`src/core/lmd_pkg.sv`:
```
// constants and encodings shared by the load and multiply operand decoder
package lmd_pkg;
  // operation classes
  localparam int          OP_W            = 2;
  localparam logic [1:0]  OP_LOAD_MOVE    = 2'h0;
  localparam logic [1:0]  OP_MULT_ONLY    = 2'h1;
  localparam logic [1:0]  OP_MULT_ADD     = 2'h2;
  localparam logic [1:0]  OP_MULT_SUB     = 2'h3;
  // operand kinds
  localparam int          KIND_W          = 4;
  localparam logic [3:0]  KIND_HWREGS     = 4'h0;
  localparam logic [3:0]  KIND_DREGS      = 4'h1;
  localparam logic [3:0]  KIND_PREGS      = 4'h2;
  localparam logic [3:0]  KIND_REGIND     = 4'h3;
  localparam logic [3:0]  KIND_MEMIND     = 4'h4;
  localparam logic [3:0]  KIND_ACCIND     = 4'h5;
  localparam logic [3:0]  KIND_DIRECT     = 4'h6;
  localparam logic [3:0]  KIND_SIMM       = 4'h7;
  localparam logic [3:0]  KIND_LIMM       = 4'h8;
  // hardware register codes; codes with the top bit set are external_register_n
  localparam int          HW_W            = 4;
  localparam logic [3:0]  HW_X            = 4'h0;
  localparam logic [3:0]  HW_Y            = 4'h1;
  localparam logic [3:0]  HW_A            = 4'h2;
  localparam logic [3:0]  HW_P            = 4'h3;
  localparam logic [3:0]  HW_PC           = 4'h4;
  localparam logic [3:0]  HW_STATUS_WORD  = 4'h5;
  localparam logic [3:0]  HW_STACK        = 4'h6;
  localparam logic [3:0]  HW_BUS          = 4'h7;
  localparam int          HW_EXT_BIT      = 3;
  // data ram banks and bank-swap defaults
  localparam logic        BANK_SRC1       = 1'b1;
  localparam logic        BANK_SRC2       = 1'b0;
  localparam logic        SWAP_DEF_HW_IND = 1'b0;
  localparam logic        SWAP_DEF_IND_IND = 1'b1;
  // words and cycles
  localparam int          CYC_W           = 2;
  localparam logic [1:0]  CNT_ONE         = 2'h1;
  localparam logic [1:0]  CNT_TWO         = 2'h2;
  localparam logic [1:0]  CNT_THREE       = 2'h3;
  // error codes
  localparam int          ERR_W           = 3;
  localparam logic [2:0]  ERR_NONE        = 3'h0;
  localparam logic [2:0]  ERR_COMBO       = 3'h1;
  localparam logic [2:0]  ERR_DEST_P      = 3'h2;
  localparam logic [2:0]  ERR_SAME_HW     = 3'h3;
  localparam logic [2:0]  ERR_SRC1_BANK   = 3'h4;
  localparam logic [2:0]  ERR_SRC2_BANK   = 3'h5;
  localparam logic [2:0]  ERR_SRC1_X      = 3'h6;
endpackage : lmd_pkg

```
`src/core/lmd_hold_if.sv`:
```
// carrier between the decoder and its issue-hold counter
`timescale 1ns/100ps
interface lmd_hold_if;
  logic                           start;
  logic [lmd_pkg::CYC_W-1:0]      cycles;
  logic                           busy;
  modport dec  (output start, output cycles, input busy);
  modport hold (input start, input cycles, output busy);
endinterface : lmd_hold_if

```
`src/core/lmd_hold.sv`:
```
// issue-hold counter that stalls fetch for multi-cycle forms
`timescale 1ns/100ps
module lmd_hold (
  input  wire logic ref_clk,
  input  wire logic sys_rst,
  lmd_hold_if.hold  hif
);
  typedef enum logic {LMD_IDLE, LMD_HOLD} lmd_hold_state_t;

  lmd_hold_state_t              state;
  logic [lmd_pkg::CYC_W-1:0]    cnt;

  always_ff @(posedge ref_clk) begin
    if (sys_rst) begin
      state <= LMD_IDLE;
    end else begin
      unique case (state)
        LMD_IDLE: begin
          if (hif.start && hif.cycles > lmd_pkg::CNT_ONE) begin
            state <= LMD_HOLD;
          end
        end
        LMD_HOLD: begin
          if (cnt == lmd_pkg::CNT_ONE) begin
            state <= LMD_IDLE;
          end
        end
      endcase
    end
  end

  always_ff @(posedge ref_clk) begin
    if (sys_rst) begin
      cnt <= '0;
    end else if (state == LMD_IDLE && hif.start) begin
      cnt <= hif.cycles - lmd_pkg::CNT_ONE;
    end else if (state == LMD_HOLD) begin
      cnt <= cnt - lmd_pkg::CNT_ONE;
    end
  end

  assign hif.busy = (state == LMD_HOLD);
endmodule : lmd_hold

```
`src/core/lmd_decode.sv`:
```
// operand legality and bank selection for load_move and the multiply class
// Overview of operation
// RULE_01 - load into a hardware register never targets the product register P.
// RULE_02 - register-to-register load rejects any external to external, X to X, status to status.
// RULE_03 - indirect first multiply source must use data ram bank 1.
// RULE_04 - indirect second multiply source must use data ram bank 0.
// RULE_05 - multiply first source as hardware register may not be X.
// RULE_06 - hardware plus indirect multiply: bank swap defaults off.
// RULE_07 - two indirect multiply operands: bank swap defaults on.
// RULE_08 - indirect program or accumulator loads 3 cycles; long immediate 2; multiply 1. The decoder times long immediate to register indirect at 1.
`timescale 1ns/100ps
module lmd_decode (
  input  wire logic                          ref_clk,
  input  wire logic                          sys_rst,
  input  wire logic                          instr_valid,
  input  wire logic [lmd_pkg::OP_W-1:0]      instr_op,
  input  wire logic [lmd_pkg::KIND_W-1:0]    dest_kind,
  input  wire logic [lmd_pkg::KIND_W-1:0]    src_kind,
  input  wire logic [lmd_pkg::HW_W-1:0]      dest_hw,
  input  wire logic [lmd_pkg::HW_W-1:0]      src_hw,
  input  wire logic                          dest_bank,
  input  wire logic                          src_bank,
  input  wire logic                          swap_given,
  input  wire logic                          swap_value,
  output      logic                          instr_ready,
  output      logic                          dec_valid,
  output      logic                          dec_illegal,
  output      logic [lmd_pkg::ERR_W-1:0]     dec_err,
  output      logic [lmd_pkg::CYC_W-1:0]     dec_words,
  output      logic [lmd_pkg::CYC_W-1:0]     dec_cycles,
  output      logic                          hw_we,
  output      logic [lmd_pkg::HW_W-1:0]      hw_sel,
  output      logic                          mult_start,
  output      logic                          mult_add,
  output      logic                          mult_sub,
  output      logic                          ptr1_bank,
  output      logic                          ptr2_bank,
  output      logic                          bank_swap
);
  // for the multiply class dest_* fields carry the first source, src_* the second
  lmd_hold_if hif ();

  logic                        is_load;
  logic                        take;
  logic                        combo_ok;
  logic [lmd_pkg::ERR_W-1:0]   next_err;
  logic [lmd_pkg::CYC_W-1:0]   next_words;
  logic [lmd_pkg::CYC_W-1:0]   next_cycles;
  logic                        next_swap;
  logic                        dest_ext;
  logic                        src_ext;

  assign is_load  = (instr_op == lmd_pkg::OP_LOAD_MOVE);
  assign take     = instr_valid && instr_ready;
  assign dest_ext = dest_hw[lmd_pkg::HW_EXT_BIT];
  assign src_ext  = src_hw[lmd_pkg::HW_EXT_BIT];

  // operand pairings that exist at all
  always_comb begin
    combo_ok = 1'b0;
    if (is_load) begin
      unique case (dest_kind)
        lmd_pkg::KIND_HWREGS: begin
          combo_ok = (src_kind == lmd_pkg::KIND_HWREGS) ||
                     (src_kind == lmd_pkg::KIND_DREGS)  ||
                     (src_kind == lmd_pkg::KIND_PREGS)  ||
                     (src_kind == lmd_pkg::KIND_REGIND) ||
                     (src_kind == lmd_pkg::KIND_MEMIND) ||
                     (src_kind == lmd_pkg::KIND_ACCIND) ||
                     (src_kind == lmd_pkg::KIND_LIMM)   ||
                     (src_kind == lmd_pkg::KIND_DIRECT && dest_hw == lmd_pkg::HW_A);
        end
        lmd_pkg::KIND_DIRECT: begin
          combo_ok = (src_kind == lmd_pkg::KIND_HWREGS) && (src_hw == lmd_pkg::HW_A);
        end
        lmd_pkg::KIND_DREGS: begin
          combo_ok = (src_kind == lmd_pkg::KIND_HWREGS);
        end
        lmd_pkg::KIND_PREGS: begin
          combo_ok = (src_kind == lmd_pkg::KIND_HWREGS) ||
                     (src_kind == lmd_pkg::KIND_SIMM);
        end
        lmd_pkg::KIND_REGIND: begin
          combo_ok = (src_kind == lmd_pkg::KIND_HWREGS) ||
                     (src_kind == lmd_pkg::KIND_LIMM);
        end
        default: begin
          combo_ok = 1'b0;
        end
      endcase
    end else begin
      combo_ok = (dest_kind == lmd_pkg::KIND_HWREGS || dest_kind == lmd_pkg::KIND_REGIND) &&
                 (src_kind == lmd_pkg::KIND_REGIND);
    end
  end

  // first failing check wins; combination errors mask the finer checks
  always_comb begin
    next_err = lmd_pkg::ERR_NONE;
    if (!combo_ok) begin
      next_err = lmd_pkg::ERR_COMBO;
    end else if (is_load) begin
      // RULE_01 product register guard
      if (dest_kind == lmd_pkg::KIND_HWREGS && dest_hw == lmd_pkg::HW_P) begin
        next_err = lmd_pkg::ERR_DEST_P;
      // RULE_02 external pairs and same register pairs
      end else if (dest_kind == lmd_pkg::KIND_HWREGS && src_kind == lmd_pkg::KIND_HWREGS &&
                   ((dest_ext && src_ext) ||
                    (dest_hw == lmd_pkg::HW_X && src_hw == lmd_pkg::HW_X) ||
                    (dest_hw == lmd_pkg::HW_STATUS_WORD &&
                     src_hw == lmd_pkg::HW_STATUS_WORD))) begin
        next_err = lmd_pkg::ERR_SAME_HW;
      end
    end else begin
      // RULE_03 first pointer bank
      if (dest_kind == lmd_pkg::KIND_REGIND && dest_bank != lmd_pkg::BANK_SRC1) begin
        next_err = lmd_pkg::ERR_SRC1_BANK;
      // RULE_04 second pointer bank
      end else if (src_bank != lmd_pkg::BANK_SRC2) begin
        next_err = lmd_pkg::ERR_SRC2_BANK;
      // RULE_05 no X as first source
      end else if (dest_kind == lmd_pkg::KIND_HWREGS && dest_hw == lmd_pkg::HW_X) begin
        next_err = lmd_pkg::ERR_SRC1_X;
      end
    end
  end

  // bank swap: explicit option first, otherwise the default of the operand form
  always_comb begin
    next_swap = 1'b0;
    if (!is_load) begin
      if (swap_given) begin
        next_swap = swap_value;
      // RULE_06 hardware plus indirect default
      end else if (dest_kind == lmd_pkg::KIND_HWREGS) begin
        next_swap = lmd_pkg::SWAP_DEF_HW_IND;
      // RULE_07 indirect pair default
      end else begin
        next_swap = lmd_pkg::SWAP_DEF_IND_IND;
      end
    end
  end

  // an illegal form costs one word and one cycle so fetch is never wedged
  always_comb begin
    next_words  = lmd_pkg::CNT_ONE;
    next_cycles = lmd_pkg::CNT_ONE;
    if (is_load && next_err == lmd_pkg::ERR_NONE) begin
      // RULE_08 load timing
      if (src_kind == lmd_pkg::KIND_MEMIND || src_kind == lmd_pkg::KIND_ACCIND) begin
        next_cycles = lmd_pkg::CNT_THREE;
      end else if (dest_kind == lmd_pkg::KIND_HWREGS && src_kind == lmd_pkg::KIND_LIMM) begin
        next_words  = lmd_pkg::CNT_TWO;
        next_cycles = lmd_pkg::CNT_TWO;
      end
    end
  end

  // RULE_08 stall fetch for multi-cycle forms
  assign hif.start  = take;
  assign hif.cycles = next_cycles;
  assign instr_ready = !hif.busy;

  lmd_hold u_hold (
    .ref_clk (ref_clk),
    .sys_rst (sys_rst),
    .hif     (hif)
  );

  always_ff @(posedge ref_clk) begin
    if (sys_rst) begin
      dec_valid <= 1'b0;
    end else begin
      dec_valid <= take;
    end
  end

  always_ff @(posedge ref_clk) begin
    if (sys_rst) begin
      dec_illegal <= 1'b0;
      dec_err     <= lmd_pkg::ERR_NONE;
      dec_words   <= lmd_pkg::CNT_ONE;
      dec_cycles  <= lmd_pkg::CNT_ONE;
    end else if (take) begin
      dec_illegal <= (next_err != lmd_pkg::ERR_NONE);
      dec_err     <= next_err;
      dec_words   <= next_words;
      dec_cycles  <= next_cycles;
    end
  end

  // strobes last one cycle; an illegal form writes nothing
  always_ff @(posedge ref_clk) begin
    if (sys_rst) begin
      hw_we <= 1'b0;
      hw_sel <= '0;
    end else begin
      // RULE_01 write enable withheld
      hw_we <= take && is_load && dest_kind == lmd_pkg::KIND_HWREGS &&
               next_err == lmd_pkg::ERR_NONE;
      if (take) begin
        hw_sel <= dest_hw;
      end
    end
  end

  always_ff @(posedge ref_clk) begin
    if (sys_rst) begin
      mult_start <= 1'b0;
      mult_add   <= 1'b0;
      mult_sub   <= 1'b0;
    end else begin
      mult_start <= take && !is_load && next_err == lmd_pkg::ERR_NONE;
      mult_add   <= take && instr_op == lmd_pkg::OP_MULT_ADD && next_err == lmd_pkg::ERR_NONE;
      mult_sub   <= take && instr_op == lmd_pkg::OP_MULT_SUB && next_err == lmd_pkg::ERR_NONE;
    end
  end

  always_ff @(posedge ref_clk) begin
    if (sys_rst) begin
      ptr1_bank <= lmd_pkg::BANK_SRC1;
      ptr2_bank <= lmd_pkg::BANK_SRC2;
      bank_swap <= 1'b0;
    end else if (take) begin
      // RULE_03 bank 1 for first pointer
      ptr1_bank <= lmd_pkg::BANK_SRC1;
      // RULE_04 bank 0 for second pointer
      ptr2_bank <= lmd_pkg::BANK_SRC2;
      bank_swap <= next_swap;
    end
  end
endmodule : lmd_decode

```
`config.mk`:
```
export PLATFORM = sky130hd
export DESIGN_NAME = lmd_decode
export DESIGN_NICKNAME = d
export VERILOG_FILES = /design/src/core/lmd_pkg.sv /design/src/core/lmd_hold_if.sv /design/src/core/lmd_hold.sv /design/src/core/lmd_decode.sv
export SDC_FILE = /design/constraint.sdc
export NUM_CORES = 1
export LEC_CHECK = 0
export BUFFER_PORTS_ARGS = -buffer_cell sky130_fd_sc_hd__buf_2
export CORE_ASPECT_RATIO = 0.8
export CORE_MARGIN = 5
export CORE_UTILIZATION = 43
export DETAILED_ROUTE_END_ITERATION = 8
export PLACE_DENSITY = 0.81
export SYNTH_ARGS = -nofsm -noshare
export SYNTH_HDL_FRONTEND = slang
export SYNTH_SLANG_ARGS = --single-unit
```
`constraint.sdc`:
```
create_clock -name ref_clk -period 1.3 [get_ports ref_clk]
set_input_delay 0.13 -clock ref_clk [delete_from_list [all_inputs] [get_ports ref_clk]]
set_output_delay 0.13 -clock ref_clk [all_outputs]
set_load 0.02 [all_outputs]
```
==> results of run 1 <==
[routing by layer]
layer,vias to the layer above,share of wire,global-route usage
li1,665,-,-
met1,625,0.42,0.222
met2,67,0.48,0.293
met3,6,0.089,0.0546
met4,0,0.0065,0.0362
met5,-,0,0
[kinds of logic after synthesis]
| kind of cell | count (synthesis) | synth area share |
|---|---|---|
| simple gates | 73 | 0.341 |
| compound gates | 36 | 0.217 |
| flops | 20 | 0.331 |
| buf+inv | 13 | 0.0786 |
| other cells | 2 | 0.00621 |
| fa+ha+maj | 1 | 0.0103 |
| xor+xnor | 1 | 0.00724 |
| mux | 1 | 0.00827 |
[worst max-delay path by stage]
| stage | startpoint | endpoint | slack (ps) | depth (start not counted) |
|---|---|---|---|---|
| after global placement | dest_kind[3] | dec_illegal$_SDFFE_PP0P_ | -250 | 7 |
| after detailed placement | dest_kind[3] | dec_illegal$_SDFFE_PP0P_ | -380 | 6 |
| final | dest_kind[1] | dec_err[2]$_SDFFE_PP0P_ | 70 | 7 |
| after floorplan | dest_kind[1] | dec_cycles[1]$_SDFFE_PP0P_ | -70 | 5 |
| after global routing | src_kind[2] | mult_sub$_SDFF_PP0_ | -1 | 6 |
| after CTS | u_hold.hif.busy$_SDFF_PP0_ | mult_sub$_SDFF_PP0_ | -2 | 5 |
[repair_timing]
| item | CTS | global route |
|---|---|---|
| setup endpoints to repair | 3 | 7 |
| pin swaps | 0 | 3 |
| resized for setup | 3 | 9 |
[state kept, by name, summed over array words and instances (netlist names)]
| name | cells |
|---|---|
| hw_sel | 4 |
| dec_err | 3 |
| dec_words | 2 |
| u_hold.cnt | 2 |
| bank_swap | 1 |
| dec_cycles | 1 |
| dec_illegal | 1 |
| dec_valid | 1 |
| hw_we | 1 |
| mult_add | 1 |
| mult_start | 1 |
| mult_sub | 1 |
| u_hold.hif.busy | 1 |
[synthesized netlist by cell type, drive strengths merged]
master and number:
dfxtp 20, nand2 19, nor2 17, a21oi 10
buf 7, nor3 7, nor4 6, o21ai 4
a31oi 3, inv 3, nand3 3, nor2b 3
nor4b 3, o31ai 3, a311oi 2, a41oi 2
and3b 2, clkbuf 2, conb 2, nand3b 2
o21a 2, o22ai 2, o31a 2, or2 2
a21o 1, a22oi 1, a311o 1, a31o 1
and2 1, and4 1, dlygate4sd1 1, ha 1
mux2i 1, nand2b 1, nand4b 1, nor3b 1
nor4bb 1, o211ai 1, o32ai 1, or3 1
or4 1, or4b 1, xnor2 1
[final cells by class]
type / count / area, sq um
clock buffer: 3 / 22.5
clock inverter: 1 / 30.0
fill: 253 / 1000
inverter: 3 / 11.3
multi-input combinational: 114 / 781
sequential: 20 / 402
tap: 38 / 47.5
timing repair buffer: 71 / 425
[worst max-delay path, delay by kind of cell]
kind | cells | cell delay, ps
AOI/OAI and AO/OA | 2 | 400
buffers and inverters | 2 | 320
and+or+nand+nor | 3 | 630
[power breakdown]
| group | switching [mW] | leakage (nW) | internal, mW |
|---|---|---|---|
| combinational | 0.179 | 0.522 | 0.141 |
| sequential | 0.00699 | 0.163 | 0.628 |
| clock | 0.211 | 0.0279 | 0.312 |
[through the flow]
step / utilization / TNS (ps)
6_report: 0.631 / 0
5_1_grt: 0.631 / -1.43
4_1_cts: 0.616 / -2.27
3_5_place_dp: 0.592 / -3510
3_3_place_gp: 0.592 / -2780
2_1_floorplan: - / -200
==> metrics, run 1 <==
synthesized cell area=1210 sq um; Final #Nets=239; HP Start=sys_rst; fin crit period=about 1200 ps; H-tree levels=1; vias=1363; endpoints failing setup=0; clock slew seen by the registers of the worst setup and hold paths=between 100 and 150 ps; Pre-antenna DRT Iters=4; # hold bufs at CTS=0; Yosys top cell by area=dfxtp_1; area of the core=between 2000 and 3000 sq um; top post-synthesis cells by area=dfxtp_1, nand2_1, nor2_1; fmax=a little over 800 MHz; Leak=between 0.7 and 0.8 nW; initial antenna violation count=0; antenna cells=0; placed insts=246; R2R setup slack=about 110 ps; max cap viols=0; cells on worst reg2reg path=5; slack of the critical path=about 74 ps; Die Area=3980 sq um; CTS Buffer Depth=2; total power=1.48 mW; reg2reg start=u_hold.hif.busy$_SDFF_PP0_; yosys warns=0; post-detailed-routing wire length=between 3000 and 4000 microns; Hold Crit Depth=2; drt initial violations=74; most frequent cells in the layout=buf_2, buf_4, dfxtp_1; Hold Path Sink=dec_valid$_SDFF_PP0_; TritonCTS clock tree=done; HPWL after detailed placement=2770 microns; Sink Count=20; share of post-route cells with drive strength above 1=0.462; commonest non-fill, non-tap cell in the layout=buf_2; status=complete, no violations; CP cell instances=buf_2, nor4_4, buf_4, nand3b_1, o31a_2, o31ai_1, nor2b_1; GRT Residual Overflow=0; initial core utilization=0.444; top-area cell type share of the netlist area=0.331; Post-DP Area=1610 sq um; first-pass GRT wire length=5730 microns; Max Clock Skew=roughly 6 ps; post-route insts no fill=250; Hold Path Class=input port to register; syn nets=173; Finished Cell Area=~1700 sq um; Yosys cell types=between 50 and 60; WL per Instance=between 10 and 15 microns; drt via density=approximately 5.5; Worst Path Arrival=around 1500 ps; reg2reg end=mult_sub$_SDFF_PP0_; Place WS=-378 ps; Worst-Skew Late Latency=about 310 ps; pin count of the biggest net entering global routing=13; Max stage delay cell, worst path=nor4_4; crit path kind=input port to register; # IOs=46; Critical Path Max Stage Delay=approximately 370 ps; VDD IR max=between 0.6 and 0.7 mV; setup bufs post-CTS=0; IO buf count=43; Area Growth Syn to Fin=42.1%; Max FO, Critical Path=4; Data required, critical path=1560 ps; final slew viol count=0; Seq/Total Area, Yosys=0.331; vias in the first global route=around 1200; syn_area_per_cell=8.23 sq um; DRC violations left=0; pwr dens=860 nW/um^2; Critical Path Source Type=input port; flops & latches, synth=20; Die Ht=~57 microns; Final ANT Viol Nets=0; Num CTS Buffers=3; element type at the critical path end=register; Die X=just under 70 microns; GRT Overall Usage=0.175; gp weighted congestion=~0.91; clk root buf=clkbuf_4; final period utilization=0.943; row count=17; Mapped Cells=between 100 and 150; WHS=just over 80 ps; final hold vios=0
Power figures use the tool's default switching activity.
==> inputs of run 2 (changes only) <==
--- a/config.mk
+++ b/config.mk
@@ -8,9 +8,9 @@
 export BUFFER_PORTS_ARGS = -buffer_cell sky130_fd_sc_hd__buf_2
 export CORE_ASPECT_RATIO = 0.8
 export CORE_MARGIN = 5
-export CORE_UTILIZATION = 43
+export CORE_UTILIZATION = 52
 export DETAILED_ROUTE_END_ITERATION = 8
-export PLACE_DENSITY = 0.81
+export PLACE_DENSITY = 0.91
 export SYNTH_ARGS = -nofsm -noshare
 export SYNTH_HDL_FRONTEND = slang
 export SYNTH_SLANG_ARGS = --single-unit
==> constraint.sdc (replaced) <==
create_clock -name ref_clk -period 1.5 [get_ports ref_clk]
set_input_delay 0.15 -clock ref_clk [delete_from_list [all_inputs] [get_ports ref_clk]]
set_output_delay 0.15 -clock ref_clk [all_outputs]
set_load 0.02 [all_outputs]
==> run 2 against run 1 <==
  * Sequential power down 13%
  * Power decreased by 29%
  * Register-to-register slack gained 120 ps
  * Wire length fell by 3.1%
  * Worst hold slack got worse by 31 ps
  * Global-route usage rose by 3.7 points
  * First-iteration DRC count decreased by 6.8%
  * Clock skew up 0.66 ps
  * Die area shrank 15%
  * Worst setup slack better by 69 ps
  * Final cell count decreased by 7.6%
  * Critical path type unchanged
  * Critical endpoint is now hw_we$_SDFF_PP0_
  * Largest cell class unchanged
  * Highest routed layer unchanged
==> metrics, run 2 (synthesis gave the netlist of run 1 again) <==
Die X=63.9 microns; vias in the first global route=between 1000 and 1500; GRT Overall Usage=0.212; Sink Count=20; RSZ-0062 raised after global routing=false; pwr dens=approximately 660 nW/um^2; share of post-route cells with drive strength above 1=0.398; final hold vios=0; final slew viol count=0; H-tree levels=1; crit path kind=input port to register; Critical Path Source Type=input port; Pre-antenna DRT Iters=4; Largest register FFs=4; Data required, critical path=approximately 1700 ps; final setup TNS=0 ps; IO buf count=between 40 and 50; Hold Path Class=input port to register; HPWL after detailed placement=about 2800 microns; post-detailed-routing wire length=3400 microns; endpoints failing setup=0; busiest metal layer after global routing=met2; Area Growth Syn to Fin=31.0%; grt met3 use=0.0212; Die Area=roughly 3400 sq um; Leak=0.664 nW; final period utilization=0.904; drt initial violations=69; setup bufs post-CTS=0; DRC violations left=0; CTS Buffer Depth=2; Die Ht=53.1 microns; Max Clock Skew=6.57 ps; Worst Path Arrival=~1500 ps; Final #Nets=about 230; area of the core=roughly 2200 sq um; clock slew seen by the registers of the worst setup and hold paths=about 100 ps; initial core utilization=0.551; Final ANT Viol Nets=0; Top reg by flops=hw_sel; Finished Cell Area=roughly 1600 sq um; element type at the critical path end=register; # IOs=46; Num CTS Buffers=3; VDD IR max=about 0.54 mV; drt via density=~5.8; met1 Track Usage GR=0.241; Max FO, Critical Path=5; GRT met2 Usage=0.411; initial antenna violation count=0; pin count of the biggest net entering global routing=12; TritonCTS clock tree=done; Final Util=0.722; Post-DP Area=between 1500 and 2000 sq um; fmax=737 MHz; Largest regs=hw_sel: 4 flops, dec_err: 3 flops; Worst-Skew Late Latency=roughly 300 ps; gp weighted congestion=between 0.8 and 0.9; first-pass GRT wire length=roughly 5800 microns; commonest non-fill, non-tap cell in the layout=buf_2; row count=15; GRT Residual Overflow=0; clk root buf=clkbuf_4; WHS=slightly above 50 ps; vias=1340; total power=about 1.0 mW; R2R setup slack=230 ps; WL per Instance=approximately 15 microns; max cap viols=0; most frequent cells in the layout=buf_2, buf_4, dfxtp_1; status=complete, no violations; antenna cells=0; fin crit period=roughly 1400 ps
[run 2: cell types whose count changed in the layout (fill, tap and decap cells not counted), sizes merged]
cell    delta
buf        -5
bufinv     -1
[run 2: per-layer routing]
metal,part of all wire,wire length [microns]
met5,0,0
met4,0.010,35
met3,0.068,233
met2,0.51,1730
met1,0.41,1400
[run 2: through the flow]
stage,worst slack [ps],std cells
after floorplan,88.8,147
after global placement,-30.2,228
after detailed placement,-175,228
after CTS,101,231
after global routing,22.8,231
final,144,231
[run 2: timing repair]
item / CTS / global route
gates resized for setup: 0 / 1
hold buffers: 0 / 0
setup endpoints to repair: 0 / 1
hold endpoints to repair: 0 / 0
[run 2: worst max-delay path, stage by stage]
cell and delay, ps:
buf_2 120, nor3_1 330, a22oi_1 140, o22ai_2 230
o21ai_1 200, nor4_1 350
[run 2: path summary, 6_finish.rpt]
kind,cells past startpoint,start,end
max,6,src_kind[2],hw_we$_SDFF_PP0_
min reg2reg,2,bank_swap$_SDFFE_PP0P_,bank_swap$_SDFFE_PP0P_
max reg2reg,4,u_hold.hif.busy$_SDFF_PP0_,dec_words[0]$_SDFFE_PP1P_
min,2,instr_op[0],mult_add$_SDFF_PP0_
[run 2: layout make-up]
| class | count | area [sq um] |
|---|---|---|
| Fill cell | 163 | 611 |
| Timing Repair Buffer | 66 | 400 |
| Sequential cell | 20 | 400 |
| Clock buffer | 3 | 22.5 |
| Inverter | 3 | 11.3 |
| Tap cell | 25 | 31.3 |
| Multi-Input combinational cell | 114 | 719 |
[run 2: where the power goes]
group	switching [mW]	internal (mW)
registers	0.00616	0.544
clock network	0.153	0.0936
logic	0.143	0.109
